<file path="src/tmr8_consts.svh">
// Register offsets, field positions, reset values and prescaler masks
`ifndef TMR8_CONSTS_SVH
`define TMR8_CONSTS_SVH
`define TMR8_OFF_CTRL 8'h00
`define TMR8_OFF_COUNT 8'h04
`define TMR8_OFF_COMPARE 8'h08
`define TMR8_OFF_FLAGS 8'h0C
`define TMR8_OFF_MASK 8'h10
`define TMR8_OFF_STATUS 8'h14
`define TMR8_CTRL_CS_LSB 0
`define TMR8_CTRL_WGM_LSB 3
`define TMR8_CTRL_COM_LSB 5
`define TMR8_CTRL_FORCE_BIT 7
`define TMR8_FLAG_OVF_BIT 0
`define TMR8_FLAG_CMP_BIT 1
`define TMR8_RST_BYTE 8'h00
`define TMR8_BOTTOM 8'h00
`define TMR8_MAX 8'hFF
`define TMR8_DIV8_MASK 10'h007
`define TMR8_DIV64_MASK 10'h03F
`define TMR8_DIV256_MASK 10'h0FF
`define TMR8_DIV1024_MASK 10'h3FF
`endif

</file>
<file path="src/tmr8_pkg.sv">
// Types shared by the timer design
package tmr8_pkg;
  typedef enum logic [1:0]
  {
    WGM_NORMAL,
    WGM_PHASE_PWM,
    WGM_CTC,
    WGM_FAST_PWM
  } tmr8_wgm_t;

  typedef enum logic [2:0]
  {
    CS_STOP,
    CS_DIV1,
    CS_DIV8,
    CS_DIV64,
    CS_DIV256,
    CS_DIV1024,
    CS_EXT_FALL,
    CS_EXT_RISE
  } tmr8_cs_t;

  typedef struct packed
  {
    logic [1:0] com;
    tmr8_wgm_t wgm;
    tmr8_cs_t cs;
  } tmr8_ctrl_t;

  typedef struct packed
  {
    logic valid;
    logic write;
    logic [7:0] addr;
  } tmr8_dphase_t;
endpackage

</file>
<file path="src/tmr8_top.sv">
// 8-bit timer/counter with one compare unit behind an AHB-Lite slave
//
// What this block does
// - Counter value and compare value are both eight bits wide.
// - Tick comes from prescaler or external count pin, source and edge selectable.
// - Clock select zero gives no tick; counter holds its value.
// - Each tick clears, increments or decrements the counter per waveform mode.
// - CPU may read and write the counter at any time.
// - A CPU counter write beats any same-cycle clear or count.
// - Bottom is 0x00, max is 0xFF; top is 0xFF or compare value.
// - Comparator runs always; match sets compare flag on following tick.
// - Compare request only when flag, compare enable and global enable all set.
// - Compare flag clears on service or on software writing one.
// - PWM modes double buffer compare value, loaded at top; else bypassed.
// - CPU compare accesses hit buffer in PWM modes, active register otherwise.
// - Force compare in non-PWM modes acts on output only, no flag, no clear.
// - Counter write blocks any compare match in next tick, even when stopped.
// - Compare output state survives waveform mode changes.
// - Compare output mode changes apply immediately, not buffered.
// - Overflow flag set per mode and usable as an interrupt source.
// - Mode zero counts up, wraps 0xFF to 0x00, overflow as it hits zero.
// - Mode two clears the counter on match; compare value is top.
// - Mode three counts bottom to max and restarts; overflow at max.
`timescale 1ns/1ps
`include "tmr8_consts.svh"

module tmr8_top
(
  input wire logic CORE_CLK,
  input wire logic SYS_RST,
  input wire logic HSEL,
  input wire logic [31:0] HADDR,
  input wire logic [1:0] HTRANS,
  input wire logic HWRITE,
  input wire logic [2:0] HSIZE,
  input wire logic [31:0] HWDATA,
  input wire logic HREADY,
  output logic [31:0] HRDATA,
  output logic HREADYOUT,
  output logic HRESP,
  input wire logic EXT_COUNT_IN,
  input wire logic GLOBAL_IRQ_EN,
  input wire logic CMP_IRQ_ACK,
  input wire logic OVF_IRQ_ACK,
  output logic CMP_IRQ_REQ,
  output logic OVF_IRQ_REQ,
  output logic COMPARE_OUTPUT,
  output logic COMPARE_OUTPUT_EN
);

  // ----------------------------------------
  // Declarations
  // ----------------------------------------
  // eight-bit registers
  logic [7:0] counter_value_reg, compare_value_reg, compare_buf_reg;
  logic [7:0] counter_next, wbyte;
  tmr8_pkg::tmr8_ctrl_t ctrl_reg;
  tmr8_pkg::tmr8_dphase_t dphase_reg;
  logic [1:0] com_now;
  logic [9:0] presc_reg;
  logic [31:0] rdata_reg, rdata_next;
  logic compare_flag_reg, overflow_flag_reg, compare_output_reg, count_up_reg;
  logic compare_irq_enable_reg, overflow_irq_enable_reg, block_reg, ext_prev_reg;
  logic count_up_next, timer_tick, wr_en, cnt_wr, cmp_wr, ctrl_wr, flag_wr, mask_wr;
  logic addr_ok, is_pwm, match, match_ev, at_bottom, at_max, at_top;
  logic force_ev, ovf_set, reload;

  // ----------------------------------------
  // Bus slave
  // ----------------------------------------
  assign HREADYOUT = 1'b1;
  assign HRESP = 1'b0;
  assign HRDATA = rdata_reg;
  assign addr_ok = HSEL && HTRANS[1] && HREADY;
  assign wr_en = dphase_reg.valid && dphase_reg.write;
  assign wbyte = HWDATA[7:0];
  assign cnt_wr = wr_en && (dphase_reg.addr == `TMR8_OFF_COUNT);
  assign cmp_wr = wr_en && (dphase_reg.addr == `TMR8_OFF_COMPARE);
  assign ctrl_wr = wr_en && (dphase_reg.addr == `TMR8_OFF_CTRL);
  assign flag_wr = wr_en && (dphase_reg.addr == `TMR8_OFF_FLAGS);
  assign mask_wr = wr_en && (dphase_reg.addr == `TMR8_OFF_MASK);

  always_ff @(posedge CORE_CLK)
  begin
    if (SYS_RST)
      dphase_reg <= '0;
    else
      dphase_reg <= '{valid: addr_ok, write: HWRITE, addr: HADDR[7:0]};
  end

  // Read data captured in address phase; unmapped reads give zero
  always_comb
  begin
    rdata_next = 32'h00000000;
    unique case (HADDR[7:0])
      `TMR8_OFF_CTRL: rdata_next[6:0] = ctrl_reg;
      `TMR8_OFF_COUNT: rdata_next[7:0] = counter_value_reg;
      `TMR8_OFF_COMPARE: rdata_next[7:0] = is_pwm ? compare_buf_reg : compare_value_reg;
      `TMR8_OFF_FLAGS:
      begin
        rdata_next[`TMR8_FLAG_OVF_BIT] = overflow_flag_reg;
        rdata_next[`TMR8_FLAG_CMP_BIT] = compare_flag_reg;
      end
      `TMR8_OFF_MASK:
      begin
        rdata_next[`TMR8_FLAG_OVF_BIT] = overflow_irq_enable_reg;
        rdata_next[`TMR8_FLAG_CMP_BIT] = compare_irq_enable_reg;
      end
      `TMR8_OFF_STATUS: rdata_next[3:0] = {count_up_reg, at_max, at_bottom, compare_output_reg};
      default: rdata_next = 32'h00000000;
    endcase
  end

  always_ff @(posedge CORE_CLK)
  begin
    if (SYS_RST)
      rdata_reg <= 32'h00000000;
    else if (addr_ok && !HWRITE)
      rdata_reg <= rdata_next;
  end

  // ----------------------------------------
  // Control and mask registers
  // ----------------------------------------
  // reset to zero; mode bits apply at once
  always_ff @(posedge CORE_CLK)
  begin
    if (SYS_RST)
      ctrl_reg <= '0;
    else if (ctrl_wr)
    begin
      ctrl_reg.cs <= tmr8_pkg::tmr8_cs_t'(wbyte[`TMR8_CTRL_CS_LSB +: 3]);
      ctrl_reg.wgm <= tmr8_pkg::tmr8_wgm_t'(wbyte[`TMR8_CTRL_WGM_LSB +: 2]);
      ctrl_reg.com <= wbyte[`TMR8_CTRL_COM_LSB +: 2];
    end
  end

  always_ff @(posedge CORE_CLK)
  begin
    if (SYS_RST)
      {compare_irq_enable_reg, overflow_irq_enable_reg} <= 2'b00;
    else if (mask_wr)
      {compare_irq_enable_reg, overflow_irq_enable_reg}
        <= {wbyte[`TMR8_FLAG_CMP_BIT], wbyte[`TMR8_FLAG_OVF_BIT]};
  end

  // ----------------------------------------
  // Clock select and prescaler
  // ----------------------------------------
  always_ff @(posedge CORE_CLK)
  begin
    if (SYS_RST)
      {presc_reg, ext_prev_reg} <= 11'h000;
    else
      {presc_reg, ext_prev_reg} <= {presc_reg + 10'h001, EXT_COUNT_IN};
  end

  always_comb
  begin
    unique case (ctrl_reg.cs)
      tmr8_pkg::CS_STOP: timer_tick = 1'b0;
      tmr8_pkg::CS_DIV1: timer_tick = 1'b1;
      tmr8_pkg::CS_DIV8: timer_tick = (presc_reg & `TMR8_DIV8_MASK) == `TMR8_DIV8_MASK;
      tmr8_pkg::CS_DIV64: timer_tick = (presc_reg & `TMR8_DIV64_MASK) == `TMR8_DIV64_MASK;
      tmr8_pkg::CS_DIV256: timer_tick = (presc_reg & `TMR8_DIV256_MASK) == `TMR8_DIV256_MASK;
      tmr8_pkg::CS_DIV1024: timer_tick = presc_reg == `TMR8_DIV1024_MASK;
      tmr8_pkg::CS_EXT_FALL: timer_tick = ext_prev_reg && !EXT_COUNT_IN;
      tmr8_pkg::CS_EXT_RISE: timer_tick = !ext_prev_reg && EXT_COUNT_IN;
    endcase
  end

  // ----------------------------------------
  // Counter unit
  // ----------------------------------------
  // extreme values and top
  assign at_bottom = counter_value_reg == `TMR8_BOTTOM;
  assign at_max = counter_value_reg == `TMR8_MAX;
  assign at_top = (ctrl_reg.wgm == tmr8_pkg::WGM_CTC) ? match : at_max;
  assign is_pwm = (ctrl_reg.wgm == tmr8_pkg::WGM_PHASE_PWM)
               || (ctrl_reg.wgm == tmr8_pkg::WGM_FAST_PWM);
  // continuous compare; blocked after counter write
  assign match = counter_value_reg == compare_value_reg;
  assign match_ev = timer_tick && match && !block_reg;

  // clear, count up or down per mode
  always_comb
  begin
    counter_next = counter_value_reg;
    count_up_next = count_up_reg;
    ovf_set = 1'b0;
    unique case (ctrl_reg.wgm)
      // up only, wraps, overflow at zero
      tmr8_pkg::WGM_NORMAL:
      begin
        counter_next = counter_value_reg + 8'h01;
        ovf_set = at_max;
        count_up_next = 1'b1;
      end
      tmr8_pkg::WGM_CTC:
      begin
        counter_next = match_ev ? `TMR8_BOTTOM : counter_value_reg + 8'h01;
        ovf_set = at_max;
        count_up_next = 1'b1;
      end
      // bottom to max, overflow at max
      tmr8_pkg::WGM_FAST_PWM:
      begin
        counter_next = counter_value_reg + 8'h01;
        ovf_set = counter_value_reg == (`TMR8_MAX - 8'h01);
        count_up_next = 1'b1;
      end
      tmr8_pkg::WGM_PHASE_PWM:
      begin
        if (count_up_reg ? at_max : !at_bottom)
        begin
          counter_next = counter_value_reg - 8'h01;
          count_up_next = 1'b0;
        end
        else
        begin
          counter_next = counter_value_reg + 8'h01;
          count_up_next = 1'b1;
        end
        ovf_set = at_bottom && !count_up_reg;
      end
    endcase
  end

  always_ff @(posedge CORE_CLK)
  begin
    if (SYS_RST)
    begin
      counter_value_reg <= `TMR8_RST_BYTE;
      count_up_reg <= 1'b1;
    end
    // CPU write has priority; any time
    else if (cnt_wr)
      counter_value_reg <= wbyte;
    else if (timer_tick)
    begin
      counter_value_reg <= counter_next;
      count_up_reg <= count_up_next;
    end
  end

  // block lasts until the next tick
  always_ff @(posedge CORE_CLK)
  begin
    if (SYS_RST)
      block_reg <= 1'b0;
    else if (cnt_wr)
      block_reg <= 1'b1;
    else if (timer_tick)
      block_reg <= 1'b0;
  end

  // ----------------------------------------
  // Compare register and buffer
  // ----------------------------------------
  // load active copy at top in PWM modes
  assign reload = is_pwm && timer_tick && at_max;

  always_ff @(posedge CORE_CLK)
  begin
    if (SYS_RST)
    begin
      compare_value_reg <= `TMR8_RST_BYTE;
      compare_buf_reg <= `TMR8_RST_BYTE;
    end
    else
    begin
      if (cmp_wr)
        compare_buf_reg <= wbyte;
      if (cmp_wr && !is_pwm)
        compare_value_reg <= wbyte;
      else if (reload)
        compare_value_reg <= compare_buf_reg;
    end
  end

  // ----------------------------------------
  // Flags and requests
  // ----------------------------------------
  // set wins over clear
  always_ff @(posedge CORE_CLK)
  begin
    if (SYS_RST)
    begin
      compare_flag_reg <= 1'b0;
      overflow_flag_reg <= 1'b0;
    end
    else
    begin
      if (match_ev)
        compare_flag_reg <= 1'b1;
      else if (CMP_IRQ_ACK || (flag_wr && wbyte[`TMR8_FLAG_CMP_BIT]))
        compare_flag_reg <= 1'b0;
      if (timer_tick && ovf_set && !cnt_wr)
        overflow_flag_reg <= 1'b1;
      else if (OVF_IRQ_ACK || (flag_wr && wbyte[`TMR8_FLAG_OVF_BIT]))
        overflow_flag_reg <= 1'b0;
    end
  end

  assign CMP_IRQ_REQ = compare_flag_reg && compare_irq_enable_reg && GLOBAL_IRQ_EN;
  assign OVF_IRQ_REQ = overflow_flag_reg && overflow_irq_enable_reg && GLOBAL_IRQ_EN;

  // ----------------------------------------
  // Compare output
  // ----------------------------------------
  // force acts only in non-PWM modes
  assign force_ev = ctrl_wr && wbyte[`TMR8_CTRL_FORCE_BIT] && !is_pwm;
  assign com_now = ctrl_wr ? wbyte[`TMR8_CTRL_COM_LSB +: 2] : ctrl_reg.com;

  // untouched by mode change; uses current mode bits
  always_ff @(posedge CORE_CLK)
  begin
    if (SYS_RST)
      compare_output_reg <= 1'b0;
    else if (!is_pwm && (match_ev || force_ev))
    begin
      unique case (com_now)
        2'h0: compare_output_reg <= compare_output_reg;
        2'h1: compare_output_reg <= !compare_output_reg;
        2'h2: compare_output_reg <= 1'b0;
        2'h3: compare_output_reg <= 1'b1;
      endcase
    end
    else if (ctrl_reg.wgm == tmr8_pkg::WGM_FAST_PWM && ctrl_reg.com[1] && timer_tick)
    begin
      if (match_ev)
        compare_output_reg <= ctrl_reg.com[0];
      else if (at_top)
        compare_output_reg <= !ctrl_reg.com[0];
    end
    else if (ctrl_reg.wgm == tmr8_pkg::WGM_PHASE_PWM && ctrl_reg.com[1] && match_ev)
      compare_output_reg <= count_up_reg ? ctrl_reg.com[0] : !ctrl_reg.com[0];
  end

  assign COMPARE_OUTPUT = compare_output_reg;
  assign COMPARE_OUTPUT_EN = ctrl_reg.com != 2'h0;
endmodule

</file>
<file path="config.mk">
export PLATFORM = sky130hd
export DESIGN_NAME = tmr8_top
export DESIGN_NICKNAME = d
export VERILOG_FILES = /design/src/tmr8_pkg.sv /design/src/tmr8_top.sv
export VERILOG_INCLUDE_DIRS = /design/src /design/src/src
export SDC_FILE = /design/constraint.sdc
export NUM_CORES = 1
export LEC_CHECK = 0
export BUFFER_PORTS_ARGS = -buffer_cell sky130_fd_sc_hd__buf_2
export CORE_AREA = 2 2 120 122
export DETAILED_ROUTE_END_ITERATION = 6
export DIE_AREA = 0 0 122 124
export HOLD_SLACK_MARGIN = 0.1
export SLEW_MARGIN = 20
export SYNTH_ARGS = -nofsm -noshare
export SYNTH_HDL_FRONTEND = slang
export SYNTH_SLANG_ARGS = --single-unit
</file>
<file path="constraint.sdc">
create_clock -name CORE_CLK -period 3.9 [get_ports CORE_CLK]
set_clock_uncertainty 0.1 [all_clocks]
set_input_delay 0.195 -clock CORE_CLK [delete_from_list [all_inputs] [get_ports CORE_CLK]]
set_output_delay 0.195 -clock CORE_CLK [all_outputs]
set_load 0.02 [all_outputs]
</file>
## Word-level counts from Yosys, hierarchy flattened

Cells that the tools add are included.

| cells by class | value |
|---|---|
| add/sub/neg operators | 3 |
| eq/ne operators | 31 |
| muxes and demuxes | 32 |
| bitwise gates (word level) | 1 |
| reductions and logical operators | 63 |

Operators by type and width:

| kind | count |
|---|---|
| two-way mux 8 bit | 7 |
| == test 8 x 4 -> 1 bit, second input constant | 4 |
| logical AND 1 bit | 32 |
| == test 8 x 5 -> 1 bit, second input constant | 3 |
| == test 8 bit, second input constant | 3 |
| logical NOT 8 bit | 3 |
| one-hot mux 8 bit (3 select lines) | 1 |
| == test 8 x 3 -> 1 bit, second input constant | 2 |
| == test 3 bit, second input constant | 5 |
| two-way mux 1 bit | 15 |
| one-hot mux 2 bit (6 select lines) | 1 |
| adder 10 x 1 -> 10 bit, second input constant | 1 |
| == test 10 bit, second input constant | 1 |
| logical NOT 1 bit | 10 |
| nonzero test 2 bit | 5 |
| one-hot mux 3 bit (3 select lines) | 1 |
| adder 8 x 1 -> 8 bit, second input constant | 1 |
| == test 2 bit, second input constant | 4 |
| == test 8 bit | 1 |
| one-hot mux 1 bit (8 select lines) | 1 |
| one-hot mux 2 bit (4 select lines) | 1 |
| subtractor 8 x 1 -> 8 bit, second input constant | 1 |
| == test 3 x 2 -> 1 bit, second input constant | 2 |
| == test 6 bit, second input constant | 1 |
| 16 further kinds | 24 |

| word-level totals | value |
|---|---|
| register bits | 67 |
| logic and storage cells | 149 |

## Logic depth before layout (Yosys ltp)

Gate-level depths: netlist of run 1.

| depth | value |
|---|---|
| word-level depth | 9 |
| mapped depth | 9 |

## Worst setup path before layout of run 1

Ideal clock, no wire load.

| timing | value |
|---|---|
| path type | register to register |
| start | register counter_value_reg[0] |
| end | register counter_value_reg[7] |
| setup time | 0.128 ns |
| arrival | 2.186 ns |
| data required time | 3.672 ns |
| path slack | 1.486 ns |
| stages on the path, launching flop included | 10 |
| path buffers | 1 |
| cells stage by stage | dfxtp_1 -> clkbuf_1 -> inv_1 -> ha_1 -> or4b_4 -> nor4_4 -> or3_2 -> o211ai_1 -> a222oi_1 -> nor2_1 |

| between the ends | value |
|---|---|
| longest elaborated chain between the ends | 7 |
| elaborated cells between the ends (all ways) | 14 |
| those cells by class | 2 x add/sub; 2 x eq/ne; 6 x mux; 4 x reduce/logical |

Ends and longest elaborated chain:

| item | RTL line | RTL |
|---|---|---|
| from (decl) | tmr8_top.sv:55 | `logic [7:0] counter_value_reg, compare_value_reg, compare_buf_reg;` |
| from (signal assigned) | tmr8_top.sv:233 | `` counter_value_reg <= `TMR8_RST_BYTE; `` |
| from (signal assigned) | tmr8_top.sv:238 | `counter_value_reg <= wbyte;` |
| from (signal assigned) | tmr8_top.sv:241 | `counter_value_reg <= counter_next;` |
| branches (longest 4 deep; another with adder 8 x 1 -> 8 bit) | -- |  |
| one-hot mux 8 bit (3 select lines) (*) | tmr8_top.sv:191 | `unique case (ctrl_reg.wgm)` |
| two-way mux 8 bit (*) | tmr8_top.sv:239 | `else if (timer_tick)` |
| two-way mux 8 bit (*) | tmr8_top.sv:237 | `else if (cnt_wr)` |

Every way passes the cells marked *. The select of a mux whose other input is x is not followed.
A chain may end at the register's enable or synchronous reset.

## Worst setup path in the final report of run 1

Ends and elaborated chain as after synthesis.

==> results of run 1 <==
[logic make-up (layout without fill, tap and decap cells)]
logic type                 Yosys count  count (layout)  share of synthesized area
AOI/OAI and AO/OA                   99              99                      0.168
xor gates and xnor gates            23              23                     0.0494
adders and majority gates            8               8                     0.0246
buffers and inverters               66              86                     0.0955
DFF                                 67              67                      0.329
muxes                               23              23                     0.0565
other                                2              26                    0.00184
and+or+nand+nor                    217             217                      0.275
[path summary, 6_finish.rpt]
check | from | to | depth (start not counted)
worst max-delay path | counter_value_reg[0]$_SDFFE_PP0P_ | counter_value_reg[7]$_SDFFE_PP0P_ | 8
worst min-delay path | CMP_IRQ_ACK | compare_flag_reg$_SDFFE_PP0P_ | 4
worst max register to register | counter_value_reg[0]$_SDFFE_PP0P_ | counter_value_reg[7]$_SDFFE_PP0P_ | 8
worst min register to register | HRDATA[2]$_SDFFE_PP0P_ | HRDATA[2]$_SDFFE_PP0P_ | 2
[layout make-up]
| type | count | share of cell area |
|---|---|---|
| inverter | 10 | 0.00787 |
| sequential | 67 | 0.281 |
| clock buffer | 9 | 0.0472 |
| clock inverter | 7 | 0.0207 |
| multi-input combinational | 396 | 0.511 |
| tap | 180 | 0.0472 |
| timing repair buffer | 60 | 0.0844 |
[layer usage]
metal,track usage,wire length (µm)
met3,0.0385,807
met4,0.0912,487
met2,0.264,5450
met1,0.191,4710
met5,0,0
[power breakdown]
part / leakage (µW) / internal (µW) / switching [µW]
registers: 0.000543 / 694 / 6.84
logic: 0.00100 / 36.1 / 65.8
clock network: 0.000156 / 563 / 320
total: 0.00170 / 1290 / 393
[stage by stage]
step | util | cell area [µm²] | worst slack [ns] | total power [µW]
final | 0.348 | 4770 | 1.07 | 1690
after floorplan | - | 4160 | 1.49 | 792
after global routing | 0.348 | 4770 | 0.847 | 1750
after detailed placement | 0.311 | 4270 | 1.15 | 803
after global placement | 0.311 | 4270 | 1.09 | 801
after CTS | 0.348 | 4770 | 1.12 | 1700
[cell usage after synthesis (4+ instances only)]
cell | count | area share
sky130_fd_sc_hd__nand3b_1 | 4 | 0.0074
sky130_fd_sc_hd__xnor2_1 | 20 | 0.043
sky130_fd_sc_hd__and3_1 | 7 | 0.011
sky130_fd_sc_hd__clkbuf_1 | 16 | 0.015
sky130_fd_sc_hd__and2_1 | 4 | 0.0061
sky130_fd_sc_hd__o21ai_0 | 11 | 0.014
sky130_fd_sc_hd__dfxtp_1 | 67 | 0.33
sky130_fd_sc_hd__nor2b_1 | 16 | 0.025
sky130_fd_sc_hd__nand2b_1 | 5 | 0.0077
sky130_fd_sc_hd__buf_4 | 30 | 0.055
sky130_fd_sc_hd__nor4_1 | 5 | 0.0077
sky130_fd_sc_hd__inv_1 | 9 | 0.0083
sky130_fd_sc_hd__ha_1 | 8 | 0.025
sky130_fd_sc_hd__nor2_1 | 56 | 0.052
sky130_fd_sc_hd__a31oi_1 | 12 | 0.018
sky130_fd_sc_hd__buf_2 | 4 | 0.0049
sky130_fd_sc_hd__nand4_1 | 7 | 0.011
sky130_fd_sc_hd__a21oi_1 | 27 | 0.033
sky130_fd_sc_hd__mux2i_1 | 23 | 0.057
sky130_fd_sc_hd__a22oi_1 | 7 | 0.013
sky130_fd_sc_hd__nor3_1 | 16 | 0.020
sky130_fd_sc_hd__a221o_1 | 4 | 0.0098
sky130_fd_sc_hd__nand3_1 | 11 | 0.014
sky130_fd_sc_hd__nand2_1 | 60 | 0.055
sky130_fd_sc_hd__a211oi_1 | 5 | 0.0092
[worst max-delay path, delay by kind of cell (launching register included)]
family / cells / cell delay, ns
fa+ha+maj: 1 / 0.25
compound gates: 2 / 0.47
simple gates: 4 / 1.27
flops: 1 / 0.43
buf+inv: 1 / 0.16
==> reports/results.md, run 1 <==
| Item | Value | Unit |
| --- | --- | --- |
| Power density over the cells | 353 | nW/µm² |
| CP endpoint kind | register | - |
| Number of distinct library cells after synthesis | 70 | - |
| Number of antenna violations at the first check in global routing | 0 | - |
| Vias per Instance | 5.19 | - |
| Post-Synthesis Mean Instance Area | 8.07 | µm² |
| Effective utilization at floorplan | 0.297 | - |
| Share of the clock period used by the worst path after layout | 0.724 | - |
| Die Span X | 122 | µm |
| Share of layout cells above drive strength 1 | 0.131 | - |
| Count of placed standard cells in the final layout, fillers left out | 729 | - |
| Endpoint required time on the critical path | 3.99 | ns |
| Pin count of the biggest net entering global routing | 47 | - |
| Most common library cell in the layout ignoring fill and taps | sky130_fd_sc_hd__dfxtp_1 | - |
| Area Overhead vs Synth | 17.1 | % |
| Final setup violation count | 0 | - |
| Number of rows in the core area | 43 | - |
| Total inserted antenna cells | 0 | - |
| Worst hold path type | input pin to register | - |
| Count of placed standard cells including taps | 695 | - |
| Number of CTS-inserted buffers | 9 | - |
| Post-cts hold buffer count | 18 | - |
| Slowest cell delay on critical path | 0.52 | ns |
| Number of nets in the layout | 630 | - |
| Detailed Route WL | 11500 | µm |
| Violation count after the first detailed-routing iteration | 246 | - |
| Data arrival time of the critical path | 2.92 | ns |
| Run status | finished clean | - |
| Grt total ovfl | 0 | - |
| Routed wire length per instance | 15.7 | µm |
| Count of input and output buffers | 37 | - |
| Die height | 124 | µm |
| Clock tree from TritonCTS | done | - |
| Setup repair after global routing missed its margin | no | - |
| Most used flip-flop cell after synthesis | sky130_fd_sc_hd__dfxtp_1 | - |
| Post-route minimum period | 2.83 | ns |
| Actual transition at the worst max-transition pin | 0.947 | ns |
| Number of enable flip-flop cells after synthesis | 0 | - |
| Sequential element share of the synthesized area | 0.329 | - |
| Maximum vdd ir drop | 0.000158 | V |
| Total core area | 13700 | µm² |
| Static power due to leakage | 0.00170 | µW |
| Final hold viol count | 0 | - |
| Number of register bits inferred by synthesis | 67 | - |
| Post-CTS setup-driven buffer insertion count | 0 | - |
| Multi-input combinational cell area | 2440 | µm² |
| Worst Setup Path Type | register to register | - |
| Clock transition at path regs | 0.06 | ns |
| Synthesized area | 4070 | µm² |
| Gates resized, CTS repair | 0 | - |
| F_max | 354 | MHz |
| Highest-count cells in the layout ignoring fill and taps | sky130_fd_sc_hd__dfxtp_1, sky130_fd_sc_hd__nand2_1, sky130_fd_sc_hd__nor2_1 | - |
| Critical Path Start Type | register | - |
| Fillers | 1433 | - |
| Worst max-slew margin expressed relative to the limit | 0.363 | - |
| Yosys synthesis warning count | 0 | - |
| Cell with the biggest individual delay on the critical path | sky130_fd_sc_hd__or4b_4 | - |
| Async S/R FF share, synth | 0 | - |
| MaxCap Viol Count | 0 | - |
| Count of nets left with antenna violations after detail routing | 0 | - |
| Die area | 15100 | µm² |
| Clock network latency to the later pin of the worst-skew pair | 0.34 | ns |
| Synthesized netlist cell count | 505 | - |
| Top fanout value on the critical path | 9 | - |
| Maximum root-to-sink buffer count | 2 | - |
| Total number of vias | 3787 | - |
| Slew Viols, Final | 0 | - |
| CTS root buf | sky130_fd_sc_hd__clkbuf_16 | - |
| Initial DRT Pass Iterations | 5 | - |
| Slack of the worst reg-to-reg path | 1.07 | ns |
| Combined flip-flop and latch cell area | 1340 | µm² |
| Number of I/O pins | 116 | - |
| Cells along the critical path | inv_1 > ha_1 > or4b_4 > nor4_4 > or3_2 > o211ai_1 > a222oi_1 > nor2_1 | - |
| Global Route Usage Sum | 0.160 | - |
| RD Place Congestion | 0.943 | - |
| Half-perimeter wire length after placement | 8280 | µm |
| Number of levels the H-tree was split into | 3 | - |
| Final Hold Slack | 0.0991 | ns |
| Clk sinks | 67 | - |
| Fin Setup TNS | 0 | ns |
| Vias in the first global route | 3697 | - |
| DRC viols | 0 | - |
| Global-route wire length before repair | 18800 | µm |
No activity file was read; power rests on OpenSTA's default activity.
==> run 2: changes to the inputs <==
clock period = 2.8 ns   (was 3.9 ns; I/O delays follow)
==> run 2 against run 1 <==
Net effect:
- clock power up 27%
- fmax up 9.0%
- die area is the same
- via count rose by 0.48%
- largest power group unchanged
- combinational power up 44%
- non-clock buffer count is 23 higher
- sequential cell count unchanged
- hold slack better by 0.021 ns
- sequential power is 39% higher
==> reports/results.md, run 2 (same netlist as run 1, synthesis figures left out) <==
| Item | Value | Unit |
| --- | --- | --- |
| Clk sinks | 67 | - |
| Clock tree from TritonCTS | done | - |
| Vias per Instance | 5.06 | - |
| Routed wire length per instance | 15.2 | µm |
| Worst hold path type | input pin to register | - |
| Slew Viols, Final | 0 | - |
| Area Overhead vs Synth | 20.9 | % |
| Effective utilization at floorplan | 0.297 | - |
| Count of input and output buffers | 37 | - |
| Cell with the biggest individual delay on the critical path | sky130_fd_sc_hd__or4b_4 | - |
| Number of CTS-inserted buffers | 9 | - |
| Half-perimeter wire length after placement | 8510 | µm |
| Run status | finished clean | - |
| Highest-count cells in the layout ignoring fill and taps | sky130_fd_sc_hd__dfxtp_1, sky130_fd_sc_hd__nand2_1, sky130_fd_sc_hd__nor2_1 | - |
| DRC viols | 0 | - |
| Setup ws final | 0.207 | ns |
| CTS root buf | sky130_fd_sc_hd__clkbuf_16 | - |
| Endpoint required time on the critical path | 2.90 | ns |
| MaxCap Viol Count | 0 | - |
| Final hold viol count | 0 | - |
| Maximum root-to-sink buffer count | 2 | - |
| Cells along the critical path | inv_1 > ha_1 > or4b_4 > nor4_4 > or3_2 > buf_4 > nor3_1 > o21ai_0 > a21oi_1 | - |
| Die Span X | 122 | µm |
| Number of nets in the layout | 653 | - |
| Final setup violation count | 0 | - |
| Global Route Usage Sum | 0.156 | - |
| Maximum vdd ir drop | 0.000246 | V |
| Slack of the worst reg-to-reg path | 0.21 | ns |
| CP endpoint kind | register | - |
| Fillers | 1409 | - |
| Power density over the cells | 456 | nW/µm² |
| Die area | 15100 | µm² |
| RD Place Congestion | 0.896 | - |
| Static power due to leakage | 0.00180 | µW |
| Setup repair after global routing missed its margin | no | - |
| Power share of the sequential group | 0.435 | - |
| Combinational fraction of design power | 0.066 | - |
| Critical Path Start Type | register | - |
| Detailed Route WL | 11400 | µm |
| Data arrival time of the critical path | 2.69 | ns |
| Portion of total power attributed to the clock network | 0.499 | - |
| Startpoint of the lowest-slack register-to-register path | counter_value_reg[0]$_SDFFE_PP0P_ | - |
| Gates resized, CTS repair | 0 | - |
| Total number of vias | 3805 | - |
| Grt total ovfl | 0 | - |
| Number of I/O pins | 116 | - |
| Most common library cell in the layout ignoring fill and taps | sky130_fd_sc_hd__dfxtp_1 | - |
| Global-route wire length before repair | 18200 | µm |
| Slowest cell delay on critical path | 0.52 | ns |
| Worst max-slew margin expressed relative to the limit | 0.586 | - |
| Depth of the worst register-to-register path | 9 | - |
| Total core area | 13700 | µm² |
| Clock network latency to the later pin of the worst-skew pair | 0.33 | ns |
| Top fanout value on the critical path | 7 | - |
| Placement Setup Slack | 0.247 | ns |
| Count of nets left with antenna violations after detail routing | 0 | - |
| Share of layout cells above drive strength 1 | 0.156 | - |
| Number of rows in the core area | 43 | - |
| Number of antenna violations at the first check in global routing | 0 | - |
| Post-CTS setup-driven buffer insertion count | 0 | - |
| Violation count after the first detailed-routing iteration | 246 | - |
| Clock transition at path regs | 0.06 | ns |
| Fin Setup TNS | 0 | ns |
| Number of buffer and inverter instances along the worst setup path | 2 | - |
| Switching share of total power | 0.227 | - |
| Number of cells traversed by the worst hold path | 2 | - |
| Initial DRT Pass Iterations | 5 | - |
| Worst Setup Path Type | register to register | - |
| Sink of the worst hold path | overflow_irq_enable_reg$_SDFFE_PP0P_ | - |
| Min-Delay Startpoint | SYS_RST | - |
| Post-route minimum period | 2.59 | ns |
| Share of the clock period used by the worst path after layout | 0.926 | - |
| Number of levels the H-tree was split into | 3 | - |
| Internal power contribution | 1730 | µW |
| Worst reg2reg endpoint | counter_value_reg[2]$_SDFFE_PP0P_ | - |
| Total inserted antenna cells | 0 | - |
| Cell family with most CP delay | simple AND/OR/NAND/NOR gates | - |
| Net switching component of the power | 510 | µW |
| F_max | 386 | MHz |
| Pin count of the biggest net entering global routing | 46 | - |
| Actual transition at the worst max-transition pin | 0.621 | ns |
| Vias in the first global route | 3655 | - |
| Die height | 124 | µm |
## run 2: cell types whose count changed in the layout (fill, tap and decap cells not counted), sizes merged
cell	change
dlygate4sd3	+4
inv	-2
clkbuf	+3
buf	+19
bufinv	-1
clkinv	-1
clkinvlp	+1
## run 2: area by class of cell
| cell class | count | area, µm² | share of cell area |
|---|---|---|---|
| Sequential cell | 67 | 1340 | 0.272 |
| Multi-Input combinational cell | 396 | 2440 | 0.495 |
| Timing Repair Buffer | 83 | 586 | 0.119 |
| Clock buffer | 12 | 246 | 0.0500 |
| Inverter | 10 | 37.5 | 0.00762 |
| Tap cell | 180 | 225 | 0.0457 |
| Clock inverter | 4 | 50.0 | 0.0102 |
## run 2: worst max path at each step
stage | from | to | depth (start not counted) | slack (ns)
2_1_floorplan | counter_value_reg[0]$_SDFFE_PP0P_ | counter_value_reg[7]$_SDFFE_PP0P_ | 9 | 0.39
6_report | counter_value_reg[0]$_SDFFE_PP0P_ | counter_value_reg[2]$_SDFFE_PP0P_ | 9 | 0.21
5_1_grt | counter_value_reg[0]$_SDFFE_PP0P_ | counter_value_reg[1]$_SDFFE_PP0P_ | 8 | 0.1
3_5_place_dp | counter_value_reg[0]$_SDFFE_PP0P_ | counter_value_reg[7]$_SDFFE_PP0P_ | 8 | 0.25
3_3_place_gp | counter_value_reg[0]$_SDFFE_PP0P_ | counter_value_reg[2]$_SDFFE_PP0P_ | 9 | 0.24
4_1_cts | counter_value_reg[0]$_SDFFE_PP0P_ | counter_value_reg[7]$_SDFFE_PP0P_ | 8 | 0.23
## run 2: power by group through the flow
| stage | logic (µW) | clock network (µW) | registers [µW] |
|---|---|---|---|
| floorplan | 106 | 0 | 997 |
| global placement | 120 | 0 | 996 |
| detailed placement | 123 | 0 | 997 |
| CTS | 146 | 1140 | 977 |
| global route | 161 | 1190 | 978 |
| finish | 147 | 1120 | 977 |
## run 2: per-layer routing
metal  up-vias  GRT usage  part of all wire
met1      1847      0.193              0.45
li1       1872          -                 -
met2        72      0.273              0.50
met3        14     0.0293             0.036
met4         0     0.0496             0.015
met5         -          0                 0
## run 2: worst register-to-register path: stages (launching register included)
cell	delay (ns)
sky130_fd_sc_hd__dfxtp_1	0.37
sky130_fd_sc_hd__inv_1	0.14
sky130_fd_sc_hd__ha_1	0.24
sky130_fd_sc_hd__or4b_4	0.52
sky130_fd_sc_hd__nor4_4	0.33
sky130_fd_sc_hd__or3_2	0.23
sky130_fd_sc_hd__buf_4	0.13
sky130_fd_sc_hd__nor3_1	0.05
sky130_fd_sc_hd__o21ai_0	0.27
sky130_fd_sc_hd__a21oi_1	0.10
## run 2: repair_timing
item | in CTS | in global routing
setup endpoints to repair | 0 | 0
hold buffers | 22 | 0
hold endpoints to repair | 38 | 0
## run 2: stage by stage
| step | power (µW) | std cells | util | hold slack, ns | cell area [µm²] |
|---|---|---|---|---|---|
| after detailed placement | 1120 | 714 | 0.321 | 0.290 | 4410 |
| after floorplan | 1100 | 529 | - | 0.168 | 4160 |
| after global placement | 1120 | 714 | 0.321 | 0.281 | 4410 |
| after global routing | 2330 | 752 | 0.359 | 0.138 | 4930 |
| after CTS | 2260 | 752 | 0.359 | 0.121 | 4930 |
| final | 2240 | 752 | 0.359 | 0.120 | 4930 |
